===== config.mk =====
export PLATFORM = sky130hd
export DESIGN_NAME = hwcfg_top
export DESIGN_NICKNAME = d
export VERILOG_FILES = /design/src/hw/hwcfg_pkg.sv /design/src/hw/hwcfg_top.sv
export SDC_FILE = /design/constraint.sdc
export NUM_CORES = 1
export LEC_CHECK = 0
export BUFFER_PORTS_ARGS = -buffer_cell sky130_fd_sc_hd__buf_4
export CAP_MARGIN = 20
export CORE_MARGIN = 1.5
export CORE_UTILIZATION = 35
export CTS_CLUSTER_SIZE = 20
export DETAILED_ROUTE_END_ITERATION = 6
export PLACE_DENSITY = 0.74
export SLEW_MARGIN = 20
export SYNTH_ARGS = -nofsm -noshare
export SYNTH_HDL_FRONTEND = slang
export SYNTH_SLANG_ARGS = --single-unit

===== constraint.sdc =====
create_clock -name CLK -period 3.9 [get_ports CLK]
set_clock_uncertainty 0.2 [all_clocks]
set_input_delay 1.17 -clock CLK [delete_from_list [all_inputs] [get_ports CLK]]
set_output_delay 1.17 -clock CLK [all_outputs]
set_load 0.05 [all_outputs]

===== src/hw/hwcfg_pkg.sv =====
// Package for the hardware configuration register block.
package hwcfg_pkg;
	localparam logic [7:0] HWCFG_OFFSET     = 8'h74;
	localparam logic [7:0] SOFT_RESET_STAT  = 8'h80;
	localparam int         PORT_ORDER_BIT   = 29;
	localparam int         DIRECT_ORDER_BIT = 28;
	localparam int         STRAP_BIT        = 24;
	localparam int         REQ_ONE_BIT      = 20;
	localparam int         TXALLOC_LSB      = 16;
	localparam int         TIMEOUT_BIT      = 1;
	localparam int         SOFT_RESET_REQUEST_BIT         = 0;
	localparam logic [3:0] TXALLOC_RESET    = 4'h5;
	localparam logic [3:0] TXALLOC_MIN      = 4'h2;
	localparam logic [3:0] TXALLOC_MAX      = 4'he;
	localparam logic [14:0] BUFFER_BYTES    = 15'h4000;
	localparam logic [14:0] TX_STATUS_BYTES = 15'h0200;
	localparam logic [14:0] KB_BYTES        = 15'h0400;
	localparam int         SOFT_RESET_REQUEST_TIMEOUT_US  = 100;
	localparam int         CLK_MHZ          = 10;
	localparam int         SOFT_RESET_REQUEST_TIMEOUT_CYC = SOFT_RESET_REQUEST_TIMEOUT_US * CLK_MHZ;
	localparam int         SOFT_RESET_REQUEST_HOLD_CYC    = 4;

	typedef struct packed {
		logic [14:0] tx_status_bytes;
		logic [14:0] tx_data_bytes;
		logic [14:0] rx_status_bytes;
		logic [14:0] rx_data_bytes;
	} hwcfg_split_t;

	typedef enum logic [1:0] {
		HWCFG_IDLE = 2'b00,
		HWCFG_WAIT = 2'b01,
		HWCFG_HOLD = 2'b11
	} hwcfg_state_t;
endpackage


===== src/hw/hwcfg_top.sv =====
// Hardware configuration register with soft reset sequencer.
//
// Local design decision: the Avalon-MM interface to the registers.
`timescale 1ns/1ps
// Behaviour
// Host halts transmitter and receiver before writing this register.
// Bit 29 picks port access byte order; one means big endian.
// Bit 28 picks direct-select access byte order; one means big endian.
// Bit 24 reads the sampled crossover strap; writes ignored.
// Host must write one to bit 20, reset value zero.
// Bits 19..16 give transmit allocation in kilobytes, reset 5.
// Transmit allocation stays between 2KB and 14KB.
// 512 bytes of transmit allocation hold status; rest holds data.
// Receive side gets the 16KB buffer minus transmit allocation.
// Soft reset without running link clocks times out, setting bit 1.
// After timeout host fixes the link then retries soft reset.
// Writing one to bit 0 starts a self-clearing soft reset.
// Soft reset clears latched transmit and receive error flags.
// Byte order bits survive soft reset; hardware reset clears them.
// Host requests soft reset only with the link fully awake.
// Writes are ignored until a first read after reset.
// Host programs transmit allocation only with codes 2 to 14.
// Receive status takes one sixteenth of receive allocation.
// Reserved bits read zero and ignore writes.
// Timeout flag stays set until next soft reset or hardware reset.
module hwcfg_top #(
	parameter int TIMEOUT_CYC = hwcfg_pkg::SOFT_RESET_REQUEST_TIMEOUT_CYC
) (
	input  wire logic                     CLK,
	input  wire logic                     RESET,
	input  wire logic [7:0]               AVS_ADDRESS,
	input  wire logic                     AVS_READ,
	input  wire logic                     AVS_WRITE,
	input  wire logic [31:0]              AVS_WRITEDATA,
	input  wire logic [3:0]               AVS_BYTEENABLE,
	output logic      [31:0]              AVS_READDATA,
	output logic                          AVS_WAITREQUEST,
	input  wire logic                     CROSSOVER_STRAP,
	input  wire logic                     LINK_RX_CLK_OK,
	input  wire logic                     LINK_TX_CLK_OK,
	input  wire logic                     TX_ERROR_SET,
	input  wire logic                     RX_ERROR_SET,
	input  wire logic                     POWER_SAVE_EXIT,
	output logic                          PORT_BIG_ENDIAN,
	output logic                          DIRECT_BIG_ENDIAN,
	output logic                          DEVICE_ENABLE,
	output hwcfg_pkg::hwcfg_split_t       BUFFER_SPLIT,
	output logic                          SOFT_RESET_PULSE,
	output logic                          SOFT_RESET_BUSY,
	output logic                          TX_ERROR,
	output logic                          RX_ERROR
);

	logic [1:0]  strap_sync_r;
	logic [1:0]  rxok_sync_r;
	logic [1:0]  txok_sync_r;
	logic        strap_r;
	logic        port_order_r;
	logic        direct_order_r;
	logic        req_one_r;
	logic [3:0]  txalloc_r;
	logic        timeout_r;
	logic        read_seen_r;
	logic        ack_r;
	logic [15:0] count_r;
	logic        sreset_r;
	hwcfg_pkg::hwcfg_state_t state_r;
	hwcfg_pkg::hwcfg_state_t state_nxt;
	logic        access;
	logic        commit;
	logic        hit_cfg;
	logic        wr_cfg;
	logic        soft_reset_request_start;
	logic        link_ok;
	logic [31:0] cfg_word;
	logic [31:0] rdata_nxt;
	logic [3:0]  txalloc_nxt;

	// Clamp a code into the legal transmit allocation range.
	function automatic logic [3:0] clamp_alloc(input logic [3:0] code);
		if (code < hwcfg_pkg::TXALLOC_MIN)
			return hwcfg_pkg::TXALLOC_MIN;
		else if (code > hwcfg_pkg::TXALLOC_MAX)
			return hwcfg_pkg::TXALLOC_MAX;
		else
			return code;
	endfunction

	// Total transmit allocation in bytes for a size code.
	function automatic logic [14:0] alloc_bytes(input logic [3:0] code);
		return 15'(code * hwcfg_pkg::KB_BYTES);
	endfunction

	always_ff @(posedge CLK)
	begin
		if (RESET)
		begin
			strap_sync_r <= 2'h0;
			rxok_sync_r  <= 2'h0;
			txok_sync_r  <= 2'h0;
		end
		else
		begin
			strap_sync_r <= {strap_sync_r[0], CROSSOVER_STRAP};
			rxok_sync_r  <= {rxok_sync_r[0], LINK_RX_CLK_OK};
			txok_sync_r  <= {txok_sync_r[0], LINK_TX_CLK_OK};
		end
	end

	assign link_ok = rxok_sync_r[1] & txok_sync_r[1];

	// One wait state per access: waitrequest drops for a single edge.
	assign access = (AVS_READ | AVS_WRITE) & ~ack_r;
	assign hit_cfg = (AVS_ADDRESS == hwcfg_pkg::HWCFG_OFFSET);
	// Writes land at the edge where the master sees waitrequest low, so a
	// stalled bus never shows a register that has already moved.
	assign commit = (AVS_READ | AVS_WRITE) & ack_r;
	// writes gated
	assign wr_cfg = commit & AVS_WRITE & hit_cfg & read_seen_r;
	// soft reset start
	assign soft_reset_request_start = wr_cfg & AVS_BYTEENABLE[0]
		& AVS_WRITEDATA[hwcfg_pkg::SOFT_RESET_REQUEST_BIT]
		& (state_r == hwcfg_pkg::HWCFG_IDLE);

	always_ff @(posedge CLK)
	begin
		if (RESET)
			ack_r <= 1'b0;
		else
			ack_r <= access;
	end

	always_ff @(posedge CLK)
	begin
		if (RESET)
			read_seen_r <= 1'b0;
		// power save exit
		else if (POWER_SAVE_EXIT)
			read_seen_r <= 1'b0;
		else if (access & AVS_READ)
			read_seen_r <= 1'b1;
	end

	// strap captured
	always_ff @(posedge CLK)
	begin
		if (RESET)
			strap_r <= 1'b0;
		else
			strap_r <= strap_sync_r[1];
	end

	// hardware reset only
	always_ff @(posedge CLK)
	begin
		if (RESET)
		begin
			port_order_r   <= 1'b0;
			direct_order_r <= 1'b0;
		end
		else if (wr_cfg & AVS_BYTEENABLE[3])
		begin
			// port order
			port_order_r   <= AVS_WRITEDATA[hwcfg_pkg::PORT_ORDER_BIT];
			// direct order
			direct_order_r <= AVS_WRITEDATA[hwcfg_pkg::DIRECT_ORDER_BIT];
		end
	end

	always_comb
	begin
		txalloc_nxt = txalloc_r;
		if (wr_cfg & AVS_BYTEENABLE[2])
			// allocation clamp
			txalloc_nxt = clamp_alloc(
				AVS_WRITEDATA[hwcfg_pkg::TXALLOC_LSB +: 4]);
	end

	always_ff @(posedge CLK)
	begin
		if (RESET | sreset_r)
		begin
			req_one_r <= 1'b0;
			// allocation reset
			txalloc_r <= hwcfg_pkg::TXALLOC_RESET;
		end
		else
		begin
			txalloc_r <= txalloc_nxt;
			if (wr_cfg & AVS_BYTEENABLE[2])
				req_one_r <= AVS_WRITEDATA[hwcfg_pkg::REQ_ONE_BIT];
		end
	end

	always_comb
	begin
		state_nxt = state_r;
		unique case (state_r)
			hwcfg_pkg::HWCFG_IDLE:
				if (soft_reset_request_start)
					state_nxt = hwcfg_pkg::HWCFG_WAIT;
			hwcfg_pkg::HWCFG_WAIT:
				if (link_ok)
					state_nxt = hwcfg_pkg::HWCFG_HOLD;
				else if (count_r == 16'(TIMEOUT_CYC - 1))
					state_nxt = hwcfg_pkg::HWCFG_IDLE;
			hwcfg_pkg::HWCFG_HOLD:
				if (count_r == 16'(hwcfg_pkg::SOFT_RESET_REQUEST_HOLD_CYC - 1))
					state_nxt = hwcfg_pkg::HWCFG_IDLE;
			default:
				state_nxt = hwcfg_pkg::HWCFG_IDLE;
		endcase
	end

	always_ff @(posedge CLK)
	begin
		if (RESET)
		begin
			state_r <= hwcfg_pkg::HWCFG_IDLE;
			count_r <= 16'h0000;
		end
		else
		begin
			state_r <= state_nxt;
			if (state_nxt != state_r)
				count_r <= 16'h0000;
			else
				count_r <= count_r + 16'h0001;
		end
	end

	// The internal reset is held high for every cycle of the hold phase.
	always_ff @(posedge CLK)
	begin
		if (RESET)
			sreset_r <= 1'b0;
		else
			sreset_r <= (state_nxt == hwcfg_pkg::HWCFG_HOLD);
	end

	always_ff @(posedge CLK)
	begin
		if (RESET)
			timeout_r <= 1'b0;
		// timeout sets flag
		else if (state_r == hwcfg_pkg::HWCFG_WAIT && !link_ok &&
			count_r == 16'(TIMEOUT_CYC - 1))
			timeout_r <= 1'b1;
		// cleared by new request
		else if (soft_reset_request_start)
			timeout_r <= 1'b0;
	end

	// errors cleared by soft reset, but a new event wins.
	always_ff @(posedge CLK)
	begin
		if (RESET)
		begin
			TX_ERROR <= 1'b0;
			RX_ERROR <= 1'b0;
		end
		else
		begin
			TX_ERROR <= TX_ERROR_SET | (TX_ERROR & ~sreset_r);
			RX_ERROR <= RX_ERROR_SET | (RX_ERROR & ~sreset_r);
		end
	end

	// reserved bits zero
	always_comb
	begin
		cfg_word = 32'h0000_0000;
		cfg_word[hwcfg_pkg::PORT_ORDER_BIT]   = port_order_r;
		cfg_word[hwcfg_pkg::DIRECT_ORDER_BIT] = direct_order_r;
		cfg_word[hwcfg_pkg::STRAP_BIT]        = strap_r;
		cfg_word[hwcfg_pkg::REQ_ONE_BIT]      = req_one_r;
		cfg_word[hwcfg_pkg::TXALLOC_LSB +: 4] = txalloc_r;
		cfg_word[hwcfg_pkg::TIMEOUT_BIT]      = timeout_r;
		// self-clearing bit
		cfg_word[hwcfg_pkg::SOFT_RESET_REQUEST_BIT] =
			(state_r != hwcfg_pkg::HWCFG_IDLE);
		rdata_nxt = 32'h0000_0000;
		if (hit_cfg)
			rdata_nxt = cfg_word;
		else if (AVS_ADDRESS == hwcfg_pkg::SOFT_RESET_STAT)
			rdata_nxt = {30'h0, link_ok, sreset_r};
	end

	always_ff @(posedge CLK)
	begin
		if (RESET)
			AVS_READDATA <= 32'h0000_0000;
		else if (access & AVS_READ)
			AVS_READDATA <= rdata_nxt;
	end

	// Waitrequest idles high so a new request always sees one wait state.
	always_ff @(posedge CLK)
	begin
		if (RESET)
			AVS_WAITREQUEST <= 1'b1;
		else
			AVS_WAITREQUEST <= ~access;
	end

	always_ff @(posedge CLK)
	begin
		if (RESET)
		begin
			PORT_BIG_ENDIAN   <= 1'b0;
			DIRECT_BIG_ENDIAN <= 1'b0;
			DEVICE_ENABLE     <= 1'b0;
			SOFT_RESET_PULSE  <= 1'b0;
			SOFT_RESET_BUSY   <= 1'b0;
		end
		else
		begin
			PORT_BIG_ENDIAN   <= port_order_r;
			DIRECT_BIG_ENDIAN <= direct_order_r;
			DEVICE_ENABLE     <= req_one_r;
			SOFT_RESET_PULSE  <= sreset_r;
			SOFT_RESET_BUSY   <= (state_r != hwcfg_pkg::HWCFG_IDLE);
		end
	end

	always_ff @(posedge CLK)
	begin
		if (RESET)
			BUFFER_SPLIT <= '0;
		else
		begin
			// transmit status share
			BUFFER_SPLIT.tx_status_bytes <= hwcfg_pkg::TX_STATUS_BYTES;
			BUFFER_SPLIT.tx_data_bytes <= alloc_bytes(txalloc_r)
				- hwcfg_pkg::TX_STATUS_BYTES;
			// receive remainder
			// one sixteenth status
			BUFFER_SPLIT.rx_status_bytes <= (hwcfg_pkg::BUFFER_BYTES
				- alloc_bytes(txalloc_r)) >> 4;
			BUFFER_SPLIT.rx_data_bytes <= (hwcfg_pkg::BUFFER_BYTES
				- alloc_bytes(txalloc_r))
				- ((hwcfg_pkg::BUFFER_BYTES
				- alloc_bytes(txalloc_r)) >> 4);
		end
	end

endmodule // hwcfg_top


==> summary by stage, run 1 <==
Drt
In the final routing, the length of wire on met1 measures 2.50 mm. In the detailed route, the total length drawn on met2 is roughly 3 mm. After detailed routing, the total wire length is 6.01 mm. The count of unresolved DRC violations after routing is 9. The length of the first detailed-routing pass in iterations is 7. Dividing the detail-routed wire length by the instance count gives between 10 and 15 um. Signal routing reaches up to met4. Detailed routing placed a total of 460 um of wire on met3. Using the TritonRoute via totals, the vias-per-cell ratio works out to about 4.5.

The detail route stage leaves a number of antenna-violating nets equal to 0. The routed layout has between 2,000 and 2,500 vias. The violation count after the first detailed-routing iteration is 75.

Critical path
The arrival time at the worst endpoint is approximately 2.8 ns. In this run the worst setup path terminates at count_r[6]. Measured in cells, the most critical reg-to-reg path has a length of 9. The worst setup path is launched from an input pin. The critical path is of the in -> reg type. The worst register-to-register path begins at txalloc_r[0]. The most critical setup path has its startpoint at AVS_ADDRESS[1]. Of all nets on the critical path, the largest fanout is 16. The minimum setup slack among reg-to-reg paths is roughly 1.3 ns. The required time of the critical path is approximately 4 ns. The type of destination of the critical path is a register.

The worst register-to-register path ends at BUFFER_SPLIT[11].

STA
The final number of max-transition violations is 0. Headroom to the max-slew limit came out at about half. The worst path in the final design needs a cycle of 2.82 ns, including I/O delays and setup. The post-route fraction of the period consumed by the critical path is between 70% and 80%.

At the pin with the least slew margin, the transition time is 0.739 ns. The number of hold violations in the final report came to 0. Adding up every negative setup slack in the final design gives 0 ns.

Setup repair after global routing left no endpoint under its margin. Setup violations remaining at the end of the flow were counted as 0. Static timing analysis puts the maximum clock frequency at ~350 MHz.

Cells and area
The final core area utilization is between 40% and 50%. The antenna cell count is 0. The layout cell share with drive strength beyond 1 is a little over a fifth. The number of nets in the finished design is ~470. The number of standard cells in the final layout excluding fillers is between 500 and 600. The growth of design area from synthesis to finish is 16.9%. The post-layout instance area is about 3700 um2.

Die
The initialized floorplan defines 34 standard-cell rows. The initial standard-cell utilization of the core is approximately 36%. In this run the count of I/O pins placed on the die edge is 154. The die is between 90 and 100 um tall.

The die covers roughly 9700 um2. The area inside the core boundary is just under 9000 um2. Measured along the x axis, the die boundary spans roughly 100 um.

Global routing
The first global-routing pass estimated 9.85 mm of wire. The number of global-route vias before repair is 2,183. The initial antenna violation count was 0. The global-route congestion overflow total is 0. Global routing used between 10% and 20% of the available tracks across all layers. Entering global routing, the biggest net connects 55 pins.

Synthesis
The top-area cell type share of the netlist area is between 40% and 50%. The count of cell types in the netlist is between 40 and 50. The synthesized cell area is around 3200 um2.

Yosys printed 0 warnings. After synthesis, the cell types taking the most area are sky130_fd_sc_hd__dfxtp_1 (46%), sky130_fd_sc_hd__buf_4 (15%), sky130_fd_sc_hd__nor2_1 (6.5%). Synthesis inferred 74 register bits. Sequential cells were found to cover between 40% and 50% of the synthesized design area. The mean area per synthesized cell is around 9.2 um2. The largest area contributor in the synthesized netlist is sky130_fd_sc_hd__dfxtp_1. The synthesized netlist cell count is 348.

Clock tree
The total number of clock tree sinks is 74. The post-cts repair resize count is 0. The post-CTS repair timing setup buffer count is 0. TritonCTS built the clock tree. The later pin in the worst-skew pair is clocked with a latency of 0.34 ns. Clock tree synthesis selected as its root buffer the cell sky130_fd_sc_hd__clkbuf_8. The register clock-pin slew on the reported worst setup and hold paths is 0.07 ns. In this run the deepest clock path goes through 2 buffers. The number of buffers inserted for hold repair after clock tree synthesis is 0. Counting the buffers created by CTS gives 9.

The number of H-tree levels is 3.

Place
Input and output buffers added on the ports amount to 67. After legalization and detailed placement, the total HPWL measured ~4.5 mm. The congestion estimate from routability-driven global placement came to slightly above 0.8. The placed instances occupy a cell area of roughly 3600 um2.

The cell total after placement is just over 500.

Flow run
The max-capacitance violation count is 0.

Status
The final reports fail on DRC. The flow ran to the end, but the final reports show violations.

Worst hold path
The tightest min-delay check is of the reg -> reg type.

Power
For this design the ratio of total power to cell area is between 400 and 500 nW/um2. After layout, the design draws a total of ~1600 uW. The maximum vdd drop is 0.187 mV. The reported leakage power is around 0.0016 uW.
## cell usage after synthesis
library cell,instances
sky130_fd_sc_hd__a211oi_1,1
sky130_fd_sc_hd__a2111o_1,1
sky130_fd_sc_hd__buf_4,62
sky130_fd_sc_hd__buf_1,2
sky130_fd_sc_hd__a21o_1,1
sky130_fd_sc_hd__nor4_4,2
sky130_fd_sc_hd__nand3b_1,1
sky130_fd_sc_hd__mux2i_1,2
sky130_fd_sc_hd__a2111oi_1,1
sky130_fd_sc_hd__clkbuf_1,6
sky130_fd_sc_hd__and4_1,1
sky130_fd_sc_hd__xor2_1,11
sky130_fd_sc_hd__or4b_1,2
sky130_fd_sc_hd__nor3_1,7
sky130_fd_sc_hd__a311o_1,1
sky130_fd_sc_hd__o31ai_1,1
sky130_fd_sc_hd__or2_2,2
sky130_fd_sc_hd__mux2_2,1
sky130_fd_sc_hd__nor2_1,55
sky130_fd_sc_hd__conb_1,1
sky130_fd_sc_hd__buf_6,1
sky130_fd_sc_hd__nor4_1,3
sky130_fd_sc_hd__o211ai_1,1
sky130_fd_sc_hd__nand2b_1,5
sky130_fd_sc_hd__nand3_2,1
sky130_fd_sc_hd__xnor2_1,8
sky130_fd_sc_hd__and2_1,3
sky130_fd_sc_hd__inv_1,8
sky130_fd_sc_hd__a2111oi_2,1
sky130_fd_sc_hd__nor3_2,1
sky130_fd_sc_hd__a32oi_1,1
sky130_fd_sc_hd__o21ai_0,5
sky130_fd_sc_hd__or3_1,3
sky130_fd_sc_hd__nand2_1,13
sky130_fd_sc_hd__a22oi_1,8
sky130_fd_sc_hd__nand4_1,5
sky130_fd_sc_hd__nor2b_1,12
sky130_fd_sc_hd__or4_4,2
sky130_fd_sc_hd__a2bb2oi_1,1
sky130_fd_sc_hd__and3_1,1
sky130_fd_sc_hd__nand2_2,1
sky130_fd_sc_hd__a21oi_1,10
sky130_fd_sc_hd__ha_1,3
sky130_fd_sc_hd__nand3_1,16
sky130_fd_sc_hd__dfxtp_1,74
## stage by stage
step | setup slack, ns | hold WS, ns
2_1_floorplan | 1.13 | 0.214
3_3_place_gp | 0.762 | 0.223
3_5_place_dp | 0.679 | 0.221
4_1_cts | 1.05 | 0.239
5_1_grt | 0.914 | 0.254
6_report | 1.08 | 0.238
## layout by cell type, fill, tap and decap left out, types with 2 or more instances in the layout
master,count
sky130_fd_sc_hd__a21oi_1,10
sky130_fd_sc_hd__a22oi_1,8
sky130_fd_sc_hd__and2_1,3
sky130_fd_sc_hd__buf_4,67
sky130_fd_sc_hd__clkbuf_1,2
sky130_fd_sc_hd__clkbuf_8,10
sky130_fd_sc_hd__clkinv_2,2
sky130_fd_sc_hd__conb_1,61
sky130_fd_sc_hd__dfxtp_1,74
sky130_fd_sc_hd__ha_1,3
sky130_fd_sc_hd__inv_1,8
sky130_fd_sc_hd__mux2i_1,2
sky130_fd_sc_hd__nand2_1,13
sky130_fd_sc_hd__nand2b_1,5
sky130_fd_sc_hd__nand3_1,16
sky130_fd_sc_hd__nand4_1,5
sky130_fd_sc_hd__nor2_1,55
sky130_fd_sc_hd__nor2b_1,12
sky130_fd_sc_hd__nor3_1,7
sky130_fd_sc_hd__nor4_1,3
sky130_fd_sc_hd__nor4_4,2
sky130_fd_sc_hd__o21ai_0,5
sky130_fd_sc_hd__or2_2,2
sky130_fd_sc_hd__or3_1,3
sky130_fd_sc_hd__or4_4,2
sky130_fd_sc_hd__or4b_1,2
sky130_fd_sc_hd__xnor2_1,8
sky130_fd_sc_hd__xor2_1,11
## worst min path at each step
stage               startpoint               to  slack [ns]  depth (start not counted)
2_1_floorplan   rxok_sync_r[0]   rxok_sync_r[1]        0.21                          1
3_3_place_gp   strap_sync_r[0]  strap_sync_r[1]        0.22                          1
3_5_place_dp    rxok_sync_r[0]   rxok_sync_r[1]        0.22                          1
4_1_cts         rxok_sync_r[0]   rxok_sync_r[1]        0.24                          1
5_1_grt         rxok_sync_r[0]   rxok_sync_r[1]        0.25                          1
6_report       strap_sync_r[1]          strap_r        0.24                          1
## state kept, by name (all words and copies together) (netlist names), 2 cells and up
signal / cells
txalloc_r: 4
strap_sync_r: 2
BUFFER_SPLIT: 20
state_r: 2
AVS_READDATA: 10
txok_sync_r: 2
rxok_sync_r: 2
count_r: 16
## layer usage
layer / track usage, % / up-vias
met5: 0 / -
met4: 5.93 / 0
met3: 4.61 / 10
met2: 21.4 / 91
met1: 14.6 / 1099
li1: - / 1171
## report_power, final
group | internal [uW] | leakage [uW] | switching, uW | total [uW]
clock network | 308 | 0.0000962 | 257 | 565
registers | 770 | 0.000603 | 6.38 | 776
logic | 38.1 | 0.000908 | 189 | 227
## cell families after synthesis
logic type | synth area share (%)
and+or+nand+nor | 22.2
buffers and inverters | 16.8
DFF | 46.3
xor gates and xnor gates | 5.21
AOI/OAI and AO/OA | 7.16
adders and majority gates | 1.17
muxes | 0.978
other | 0.117
## layout make-up
cell class	instances	area [um2]
inverter	8	30.0
clock buffer	12	145
tap	108	135
sequential	74	1480
multi-input combinational	255	1400
fill	861	5070
clock inverter	3	40.0
timing repair buffer	67	503
## worst max-delay path, stage by stage
cell and delay (ns):
sky130_fd_sc_hd__buf_4 0.10, sky130_fd_sc_hd__or3_1 0.43, sky130_fd_sc_hd__nor4_4 0.48, sky130_fd_sc_hd__nand4_1 0.25
sky130_fd_sc_hd__nand3_2 0.31, sky130_fd_sc_hd__nor2_1 0.09
Power figures use the tool's default switching activity.
==> run 2, diff against run 1 <==
--- a/config.mk
+++ b/config.mk
@@ -5,6 +5,7 @@
 export SDC_FILE = /design/constraint.sdc
 export NUM_CORES = 1
 export LEC_CHECK = 0
+export ABC_AREA = 1
 export BUFFER_PORTS_ARGS = -buffer_cell sky130_fd_sc_hd__buf_4
 export CAP_MARGIN = 20
 export CORE_MARGIN = 1.5
==> constraint.sdc (replaced) <==
create_clock -name CLK -period 2.7 [get_ports CLK]
set_clock_uncertainty 0.2 [all_clocks]
set_input_delay 0.81 -clock CLK [delete_from_list [all_inputs] [get_ports CLK]]
set_output_delay 0.81 -clock CLK [all_outputs]
set_load 0.05 [all_outputs]
==> summary by stage, run 2 <==
Clock tree
The clock latency on the worst-skew pair is 0.35 ns (was 0.34 ns). The number of buffers inserted for hold repair after clock tree synthesis is 0 (unchanged). The CTS buffer count is 9 (unchanged). The total number of clock tree sinks is 74 (unchanged). The post-CTS repair timing setup buffer count is 0 (unchanged). The cell chosen for the clock root is sky130_fd_sc_hd__clkbuf_8 (unchanged). The worst-case clock buffer depth is 2 (unchanged). The register clock-pin slew on the reported worst setup and hold paths was 0.08 ns (was 0.07 ns). The post-cts repair resize count is 0 (unchanged). The CTS tree is yes (unchanged). The number of H-tree levels came to 3 (unchanged).

Die
The standard-cell row count was 35 (was 34). The horizontal extent of the die is 101 um (was 98.6 um). The count of boundary I/O pins was 154 (unchanged). The die area is 10,200 um2 (was 9720 um2). The area inside the core boundary came to 9240 um2 (was 8810 um2). The vertical extent of the die came to 101 um (was 98.6 um). The initial standard-cell utilization of the core is 36.2% (was 36.3%).

Critical path
The arrival time at the worst endpoint is 2.30 ns (was 2.84 ns). The required time of the critical path is 2.74 ns (was 3.92 ns). The number of buffer and inverter instances along the worst setup path is 3 (was 1). The critical setup path kind was reg -> reg (was in -> reg). The critical-path maximum fanout was 8 (was 16).

The type of destination of the critical path was a register (unchanged). The highest-delay cell along the critical path is sky130_fd_sc_hd__dfxtp_1 (was sky130_fd_sc_hd__nor4_4). The kind of start point of the critical path is a register (was input pin). Critical Path, Cell by Cell: inv_2 -> ha_1 -> nand2_1 -> nor2_1 -> inv_1 -> ha_1 -> inv_1 -> nor2_1 -> nand3_1 -> o21ai_0 -> a21oi_1 (was buf_4 -> or3_1 -> nor4_4 -> nand4_1 -> nand3_2 -> nor2_1).

The dominant delay contributor by cell family on the critical path is simple AND/OR/NAND/NOR gates (unchanged). The peak per-stage delay on the critical path is 0.32 ns (was 0.48 ns).

Place
The final HPWL from detailed placement is 5.04 mm (was 4.47 mm). The routability congestion estimate from global placement is 0.807 (was 0.818). The instance area after placement came to 3740 um2 (was 3550 um2).

The worst setup slack before clock tree synthesis was 0.211 ns (was 0.679 ns). The count of port buffers added during placement came to 67 (unchanged). The cell total after placement is 626 (was 512).

Synthesis
The synthesized netlist cell count is 439 (was 348). The largest area contributor in the synthesized netlist was sky130_fd_sc_hd__dfxtp_1 (unchanged). The number of synthesized flops with an enable pin was 0 (unchanged).

The count of cell types in the netlist is 31 (was 45). Most frequent cells after synthesis: sky130_fd_sc_hd__nor2_1 (76), sky130_fd_sc_hd__dfxtp_1 (74), sky130_fd_sc_hd__buf_4 (62), sky130_fd_sc_hd__nand2_1 (60), sky130_fd_sc_hd__inv_1 (52) (was sky130_fd_sc_hd__dfxtp_1 (74), sky130_fd_sc_hd__buf_4 (62), sky130_fd_sc_hd__nor2_1 (55), sky130_fd_sc_hd__nand3_1 (16), sky130_fd_sc_hd__nand2_1 (13)). The synthesized cell area was 3340 um2 (was 3200 um2). Top cells by area in the synthesized netlist: sky130_fd_sc_hd__dfxtp_1 (44%), sky130_fd_sc_hd__buf_4 (14%), sky130_fd_sc_hd__nor2_1 (8.5%) (was sky130_fd_sc_hd__dfxtp_1 (46%), sky130_fd_sc_hd__buf_4 (15%), sky130_fd_sc_hd__nor2_1 (6.5%)). The dominant synthesized flop cell was sky130_fd_sc_hd__dfxtp_1 (unchanged).

The proportion of register bits with asynchronous set or reset after synthesis is 0% (unchanged). The mean area per synthesized cell is 7.62 um2 (was 9.19 um2). The top-area cell type share of the netlist area is 44.3% (was 46.3%). The post-synthesis sequential element count was 74 (unchanged). The most frequent cell after synthesis is sky130_fd_sc_hd__nor2_1 (was sky130_fd_sc_hd__dfxtp_1).

The number of warnings printed during yosys synthesis is 0 (unchanged). The sequential-to-total area share from yosys stat is 44.3% (was 46.3%).

STA
Based on the critical path, the design can be clocked at up to 443 MHz. The summed negative setup slack over all endpoints is 0 ns (unchanged). The number of hold violations in the final report is 0 (unchanged). The headroom to the max-slew limit came to 61.7% (was 50.4%). The worst path uses between 80% and 90% of the clock period. The setup slack after layout was 0.444 ns (was 1.08 ns).

The final critical delay including setup and external delays is around 2.3 ns. The final number of max-transition violations is 0 (unchanged). The transition time at the pin with the least slew margin is 0.574 ns (was 0.739 ns).

Setup repair after global routing missed its margin: no (unchanged). The final count of negative-setup-slack endpoints came to 0 (unchanged).

Cells and area
The number of flip-flops in the largest register came to 20 (unchanged). The number of fillers in the final layout was 918 (was 861). The register with the most flip-flops was BUFFER_SPLIT (unchanged).

The total area of multi-input combinational cells is 1380 um2 (was 1400 um2). The number of nets in the finished design is 565 (was 472). The layout cell share with drive strength beyond 1 is 18.7% (was 21.7%). Regs by FF count: BUFFER_SPLIT x20, count_r x16, AVS_READDATA x10 (unchanged). The most common library cell in the layout ignoring fill and taps is sky130_fd_sc_hd__nor2_1 (was sky130_fd_sc_hd__dfxtp_1). The antenna cell count is 0 (unchanged).

The combined flip-flop and latch cell area is 1480 um2 (unchanged). Top library cells by usage in the layout, fill and taps aside: sky130_fd_sc_hd__nor2_1 (76), sky130_fd_sc_hd__dfxtp_1 (74), sky130_fd_sc_hd__buf_4 (69) (was sky130_fd_sc_hd__dfxtp_1 (74), sky130_fd_sc_hd__buf_4 (67), sky130_fd_sc_hd__conb_1 (61)). The number of standard cells in the final layout excluding fillers is 642 (was 527). The growth of design area from synthesis to finish came to 18.8% (was 16.9%).

The post-layout instance area is 3970 um2 (was 3740 um2).

Global routing
The initial antenna violation count came to 0 (unchanged). The wire length of the first global-routing pass is 10.9 mm (was 9.85 mm). The total global-route track usage came to 13.7% (was 12.8%).

The global-route congestion overflow total was 0 (unchanged). The number of global-route vias before repair is 2,461 (was 2,183). The maximum number of pins on one net before global-route repair was 40 (was 55).

Drt
The average detailed-routed wire length per instance is 10.6 um (was 11.4 um). The number of vias after detailed routing is 2,715 (was 2,371). The length of the first detailed-routing pass in iterations came to 4 (was 7). The violation count after the first detailed-routing iteration is 195 (was 75). The total wire length after detailed routing is 6.78 mm (was 6.01 mm). The via density per instance is 4.23 (was 4.50). The residual antenna-violating net count after detailed routing was 0 (unchanged). The count of unresolved DRC violations after routing was 0 (was 9).

Power
The maximum vdd drop is 0.283 mV (was 0.187 mV). The final total power was 2530 uW (was 1570 uW). The power per cell area is 637 nW/um2 (was 420 nW/um2). The reported leakage power was 0.00188 uW (was 0.00161 uW).

Worst hold path
The path category of the worst min-delay check is reg -> reg (unchanged).

Flow run
The max-capacitance violation count is 0 (unchanged).

Status
Status: finished clean (was complete, but fails checks).
run 2: cell types whose count changed after synthesis, sizes merged, moves of 3 or more:
cell	change
nand2b	-5
o21ai	+14
nor2b	-12
a21oi	+12
or3	-3
inv	+46
xnor2	-3
nand2	+49
xor2	-3
nor4	-4
nor2	+24
a22oi	-8
run 2: path summary, 6_finish.rpt:
kind	from	end	slack, ns	cells after the start
setup / recovery	txalloc_r[0]	BUFFER_SPLIT[11]	0.44	11
hold / removal	strap_sync_r[1]	strap_r	0.21	2
setup reg to reg	txalloc_r[0]	BUFFER_SPLIT[11]	0.44	11
hold reg to reg	strap_sync_r[1]	strap_r	0.21	2
run 2: layer usage:
| metal | global-route usage [%] | up-vias | wire, um |
|---|---|---|---|
| met2 | 23.2 | 95 | 3270 |
| met5 | 0 | - | 0 |
| met3 | 4.09 | 10 | 447 |
| met4 | 5.09 | 0 | 93 |
| met1 | 16.5 | 1227 | 2970 |
| li1 | - | 1383 | - |
run 2: worst register-to-register path: stages, from the launching register on:
cell,delay [ns]
sky130_fd_sc_hd__dfxtp_1,0.32
sky130_fd_sc_hd__inv_2,0.12
sky130_fd_sc_hd__ha_1,0.18
sky130_fd_sc_hd__nand2_1,0.10
sky130_fd_sc_hd__nor2_1,0.16
sky130_fd_sc_hd__inv_1,0.11
sky130_fd_sc_hd__ha_1,0.30
sky130_fd_sc_hd__inv_1,0.05
sky130_fd_sc_hd__nor2_1,0.23
sky130_fd_sc_hd__nand3_1,0.17
sky130_fd_sc_hd__o21ai_0,0.12
sky130_fd_sc_hd__a21oi_1,0.09
run 2: logic make-up (layout without fill, tap and decap cells):
logic type	count (synthesis)	after routing	share of synthesized area [%]
xor+xnor	13	13	3.40
fa+ha+maj	3	3	1.12
flops	74	74	44.3
other cells	1	61	0.112
compound gates	47	47	7.45
simple gates	176	176	22.4
buf+inv	125	139	21.2
run 2: cell type report:
| type | instances | area share (%) |
|---|---|---|
| clock buffer | 10 | 3.46 |
| clock inverter | 6 | 2.39 |
| inverter | 54 | 5.10 |
| multi-input combinational | 300 | 34.7 |
| sequential | 74 | 37.3 |
| tap | 129 | 4.06 |
| timing repair buffer | 69 | 13.0 |
run 2: report_power, final:
group / internal, uW / switching [uW]
sequential: 1120 / 15.4
clock: 557 / 435
combinational: 74.2 / 327
run 2: per-stage QoR:
| stage | hold slack [ns] | util, % |
|---|---|---|
| final | 0.208 | 43.0 |
| after global routing | 0.230 | 43.0 |
| after CTS | 0.213 | 43.0 |
| after detailed placement | 0.201 | 40.5 |
| after global placement | 0.191 | 40.5 |
| after floorplan | 0.188 | - |
==> run 3, diff against run 2 <==
--- a/config.mk
+++ b/config.mk
@@ -12,7 +12,7 @@
 export CORE_UTILIZATION = 35
 export CTS_CLUSTER_SIZE = 20
 export DETAILED_ROUTE_END_ITERATION = 6
-export PLACE_DENSITY = 0.74
+export PLACE_DENSITY = 0.76
 export SLEW_MARGIN = 20
 export SYNTH_ARGS = -nofsm -noshare
 export SYNTH_HDL_FRONTEND = slang
==> constraint.sdc (replaced) <==
create_clock -name CLK -period 1.9 [get_ports CLK]
set_clock_uncertainty 0.2 [all_clocks]
set_input_delay 0.57 -clock CLK [delete_from_list [all_inputs] [get_ports CLK]]
set_output_delay 0.57 -clock CLK [all_outputs]
set_load 0.05 [all_outputs]
==> summary by stage, run 3 (synthesis gave the netlist of run 2 again) <==
Drt
The count of unresolved DRC violations after routing is 0 (unchanged). The via density per instance was 4.16 (was 4.23). The residual antenna-violating net count after detailed routing is 0 (unchanged).

The violation count after the first detailed-routing iteration was 137 (was 195). The average detailed-routed wire length per instance is 9.96 um (was 10.6 um). The length of the first detailed-routing pass in iterations is 4 (unchanged). The number of vias after detailed routing is 2,733 (was 2,715). The total wire length after detailed routing was 6.55 mm (was 6.78 mm).

Cells and area
The post-layout instance area is 4170 um2 (was 3970 um2). The antenna cell count came to 0 (unchanged). The register with the most flip-flops is BUFFER_SPLIT (unchanged). Regs by FF count: BUFFER_SPLIT x20, count_r x16, AVS_READDATA x10 (unchanged). The number of fillers in the final layout is 919 (was 918). The number of nets in the finished design was 580 (was 565). The final core area utilization is 45.1% (was 43.0%). The number of standard cells in the final layout excluding fillers is 657 (was 642). The most common library cell in the layout ignoring fill and taps is sky130_fd_sc_hd__buf_4 (was sky130_fd_sc_hd__nor2_1).

Top library cells by usage in the layout, fill and taps aside: sky130_fd_sc_hd__buf_4 (82), sky130_fd_sc_hd__nor2_1 (74), sky130_fd_sc_hd__dfxtp_1 (72) (was sky130_fd_sc_hd__nor2_1 (76), sky130_fd_sc_hd__dfxtp_1 (74), sky130_fd_sc_hd__buf_4 (69)). The number of flip-flops in the largest register is 20 (unchanged). The layout cell share with drive strength beyond 1 was 24.1% (was 18.7%). The growth of design area from synthesis to finish is 24.7% (was 18.8%).

Critical path
The kind of start point of the critical path is a register (unchanged). The critical setup path kind is reg -> reg (unchanged). The critical-path maximum fanout is 4 (was 8). The type of destination of the critical path was a register (unchanged). The arrival time at the worst endpoint is 1.87 ns (was 2.30 ns). The required time of the critical path is 1.95 ns (was 2.74 ns).

The depth of the worst register-to-register path is 11 (unchanged).

Power
The reported leakage power came to 0.00195 uW (was 0.00188 uW). The power per cell area came to 847 nW/um2 (was 637 nW/um2). The maximum vdd drop was 0.548 mV (was 0.283 mV). The final total power came to 3530 uW (was 2530 uW).

Die
The count of boundary I/O pins is 154 (unchanged). The standard-cell row count is 35 (unchanged). The vertical extent of the die came to 101 um (unchanged). The horizontal extent of the die is 101 um (unchanged).

The die area is 10,200 um2 (unchanged). The initial standard-cell utilization of the core is 36.2% (unchanged). The area inside the core boundary is 9240 um2 (unchanged).

Clock tree
The number of H-tree levels is 3 (unchanged). The worst-case clock buffer depth came to 2 (unchanged). The number of buffers inserted for hold repair after clock tree synthesis is 0 (unchanged). The CTS tree is yes (unchanged). The CTS buffer count is 9 (unchanged). The cell chosen for the clock root is sky130_fd_sc_hd__clkbuf_8 (unchanged). The clock latency on the worst-skew pair is 0.34 ns (was 0.35 ns). The total number of clock tree sinks was 74 (unchanged). The register clock-pin slew on the reported worst setup and hold paths is 0.08 ns (about the same).

STA
The worst slack on hold paths is 0.174 ns (was 0.208 ns). The final critical delay including setup and external delays came to 1.83 ns (was 2.26 ns). The post-route fraction of the period consumed by the critical path is 96.1% (was 83.6%). The final count of negative-setup-slack endpoints is 0 (unchanged). The final number of max-transition violations came to 0 (unchanged). The number of hold violations in the final report is 0 (unchanged). The maximum achievable frequency was 548 MHz (was 443 MHz).

Status
Status: finished clean (unchanged).

Global routing
The wire length of the first global-routing pass is 10.7 mm (was 10.9 mm). The maximum number of pins on one net before global-route repair came to 25 (was 40). The initial antenna violation count was 0 (unchanged). The number of global-route vias before repair is 2,483 (was 2,461).

The total global-route track usage was 13.3% (was 13.7%). The global-route congestion overflow total is 0 (unchanged).

Worst hold path
The hold path depth is 2 (unchanged). The path category of the worst min-delay check is in -> reg (was reg -> reg).

Place
The routability congestion estimate from global placement was 0.834 (was 0.807). The cell total after placement is 639 (was 626). The count of port buffers added during placement was 67 (unchanged).

The instance area after placement is 3870 um2 (was 3740 um2). The final HPWL from detailed placement is 4.97 mm (was 5.04 mm).

Flow run
The max-capacitance violation count is 0 (unchanged).
-- run 3: cell count changes in the layout (fill, tap and decap cells not counted), moves of 3 or more --
cell	previous run	this run
sky130_fd_sc_hd__buf_4	69	82
sky130_fd_sc_hd__ha_1	3	0
sky130_fd_sc_hd__inv_1	52	49
sky130_fd_sc_hd__inv_2	2	5
sky130_fd_sc_hd__inv_6	3	0
sky130_fd_sc_hd__nand3_1	18	15
sky130_fd_sc_hd__nand3_2	0	3
-- run 3: final timing paths --
| check | slack [ns] | from | endpoint |
|---|---|---|---|
| setup / recovery | 0.07 | txalloc_r[0] | BUFFER_SPLIT[11] |
| setup reg to reg | 0.07 | txalloc_r[0] | BUFFER_SPLIT[11] |
| hold / removal | 0.17 | POWER_SAVE_EXIT | read_seen_r |
| hold reg to reg | 0.20 | txok_sync_r[0] | txok_sync_r[1] |
-- run 3: report_power, final --
part	switching, uW	internal [uW]
combinational	462	119
sequential	21.6	1600
clock	562	771
-- run 3: cell type report --
class                      instances  area (um2)  share of cell area, %
clock buffer                      11         141                   3.39
clock inverter                     5        77.6                   1.86
inverter                          54         203                   4.86
multi-input combinational        300        1450                   34.7
sequential                        74        1480                   35.6
tap                              129         161                   3.87
timing repair buffer              84         656                   15.7
-- run 3: critical path, stage by stage, from the launching register on --
cell	delay [ns]
sky130_fd_sc_hd__dfxtp_2	0.33
sky130_fd_sc_hd__inv_2	0.07
sky130_fd_sc_hd__ha_4	0.13
sky130_fd_sc_hd__nand2_2	0.07
sky130_fd_sc_hd__nor2_4	0.13
sky130_fd_sc_hd__inv_2	0.06
sky130_fd_sc_hd__ha_4	0.26
sky130_fd_sc_hd__inv_2	0.04
sky130_fd_sc_hd__nor2_4	0.14
sky130_fd_sc_hd__nand3_2	0.12
sky130_fd_sc_hd__o21ai_2	0.09
sky130_fd_sc_hd__a21oi_2	0.07
-- run 3: timing repair --
item | 4_1_cts | 5_1_grt
buffers inserted | 0 | 2
gates resized for setup | 2 | 17
setup endpoints to repair | 3 | 23
pin swaps | 1 | 4
-- run 3: per-stage QoR --
stage	setup TNS, ns	worst slack, ns
global placement	-0.699	-0.188
global route	-0.0326	-0.0131
detailed placement	-1.15	-0.256
finish	0	0.0736
CTS	0	0.0141
floorplan	0	0.000606
-- run 3: layer usage --
layer / vias to the layer above / global-route usage [%] / wire [um]
met1: 1227 / 15.8 / 2830
li1: 1413 / - / -
met5: - / 0 / 0
met3: 15 / 3.61 / 314
met2: 78 / 22.2 / 3240
met4: 0 / 6.61 / 165
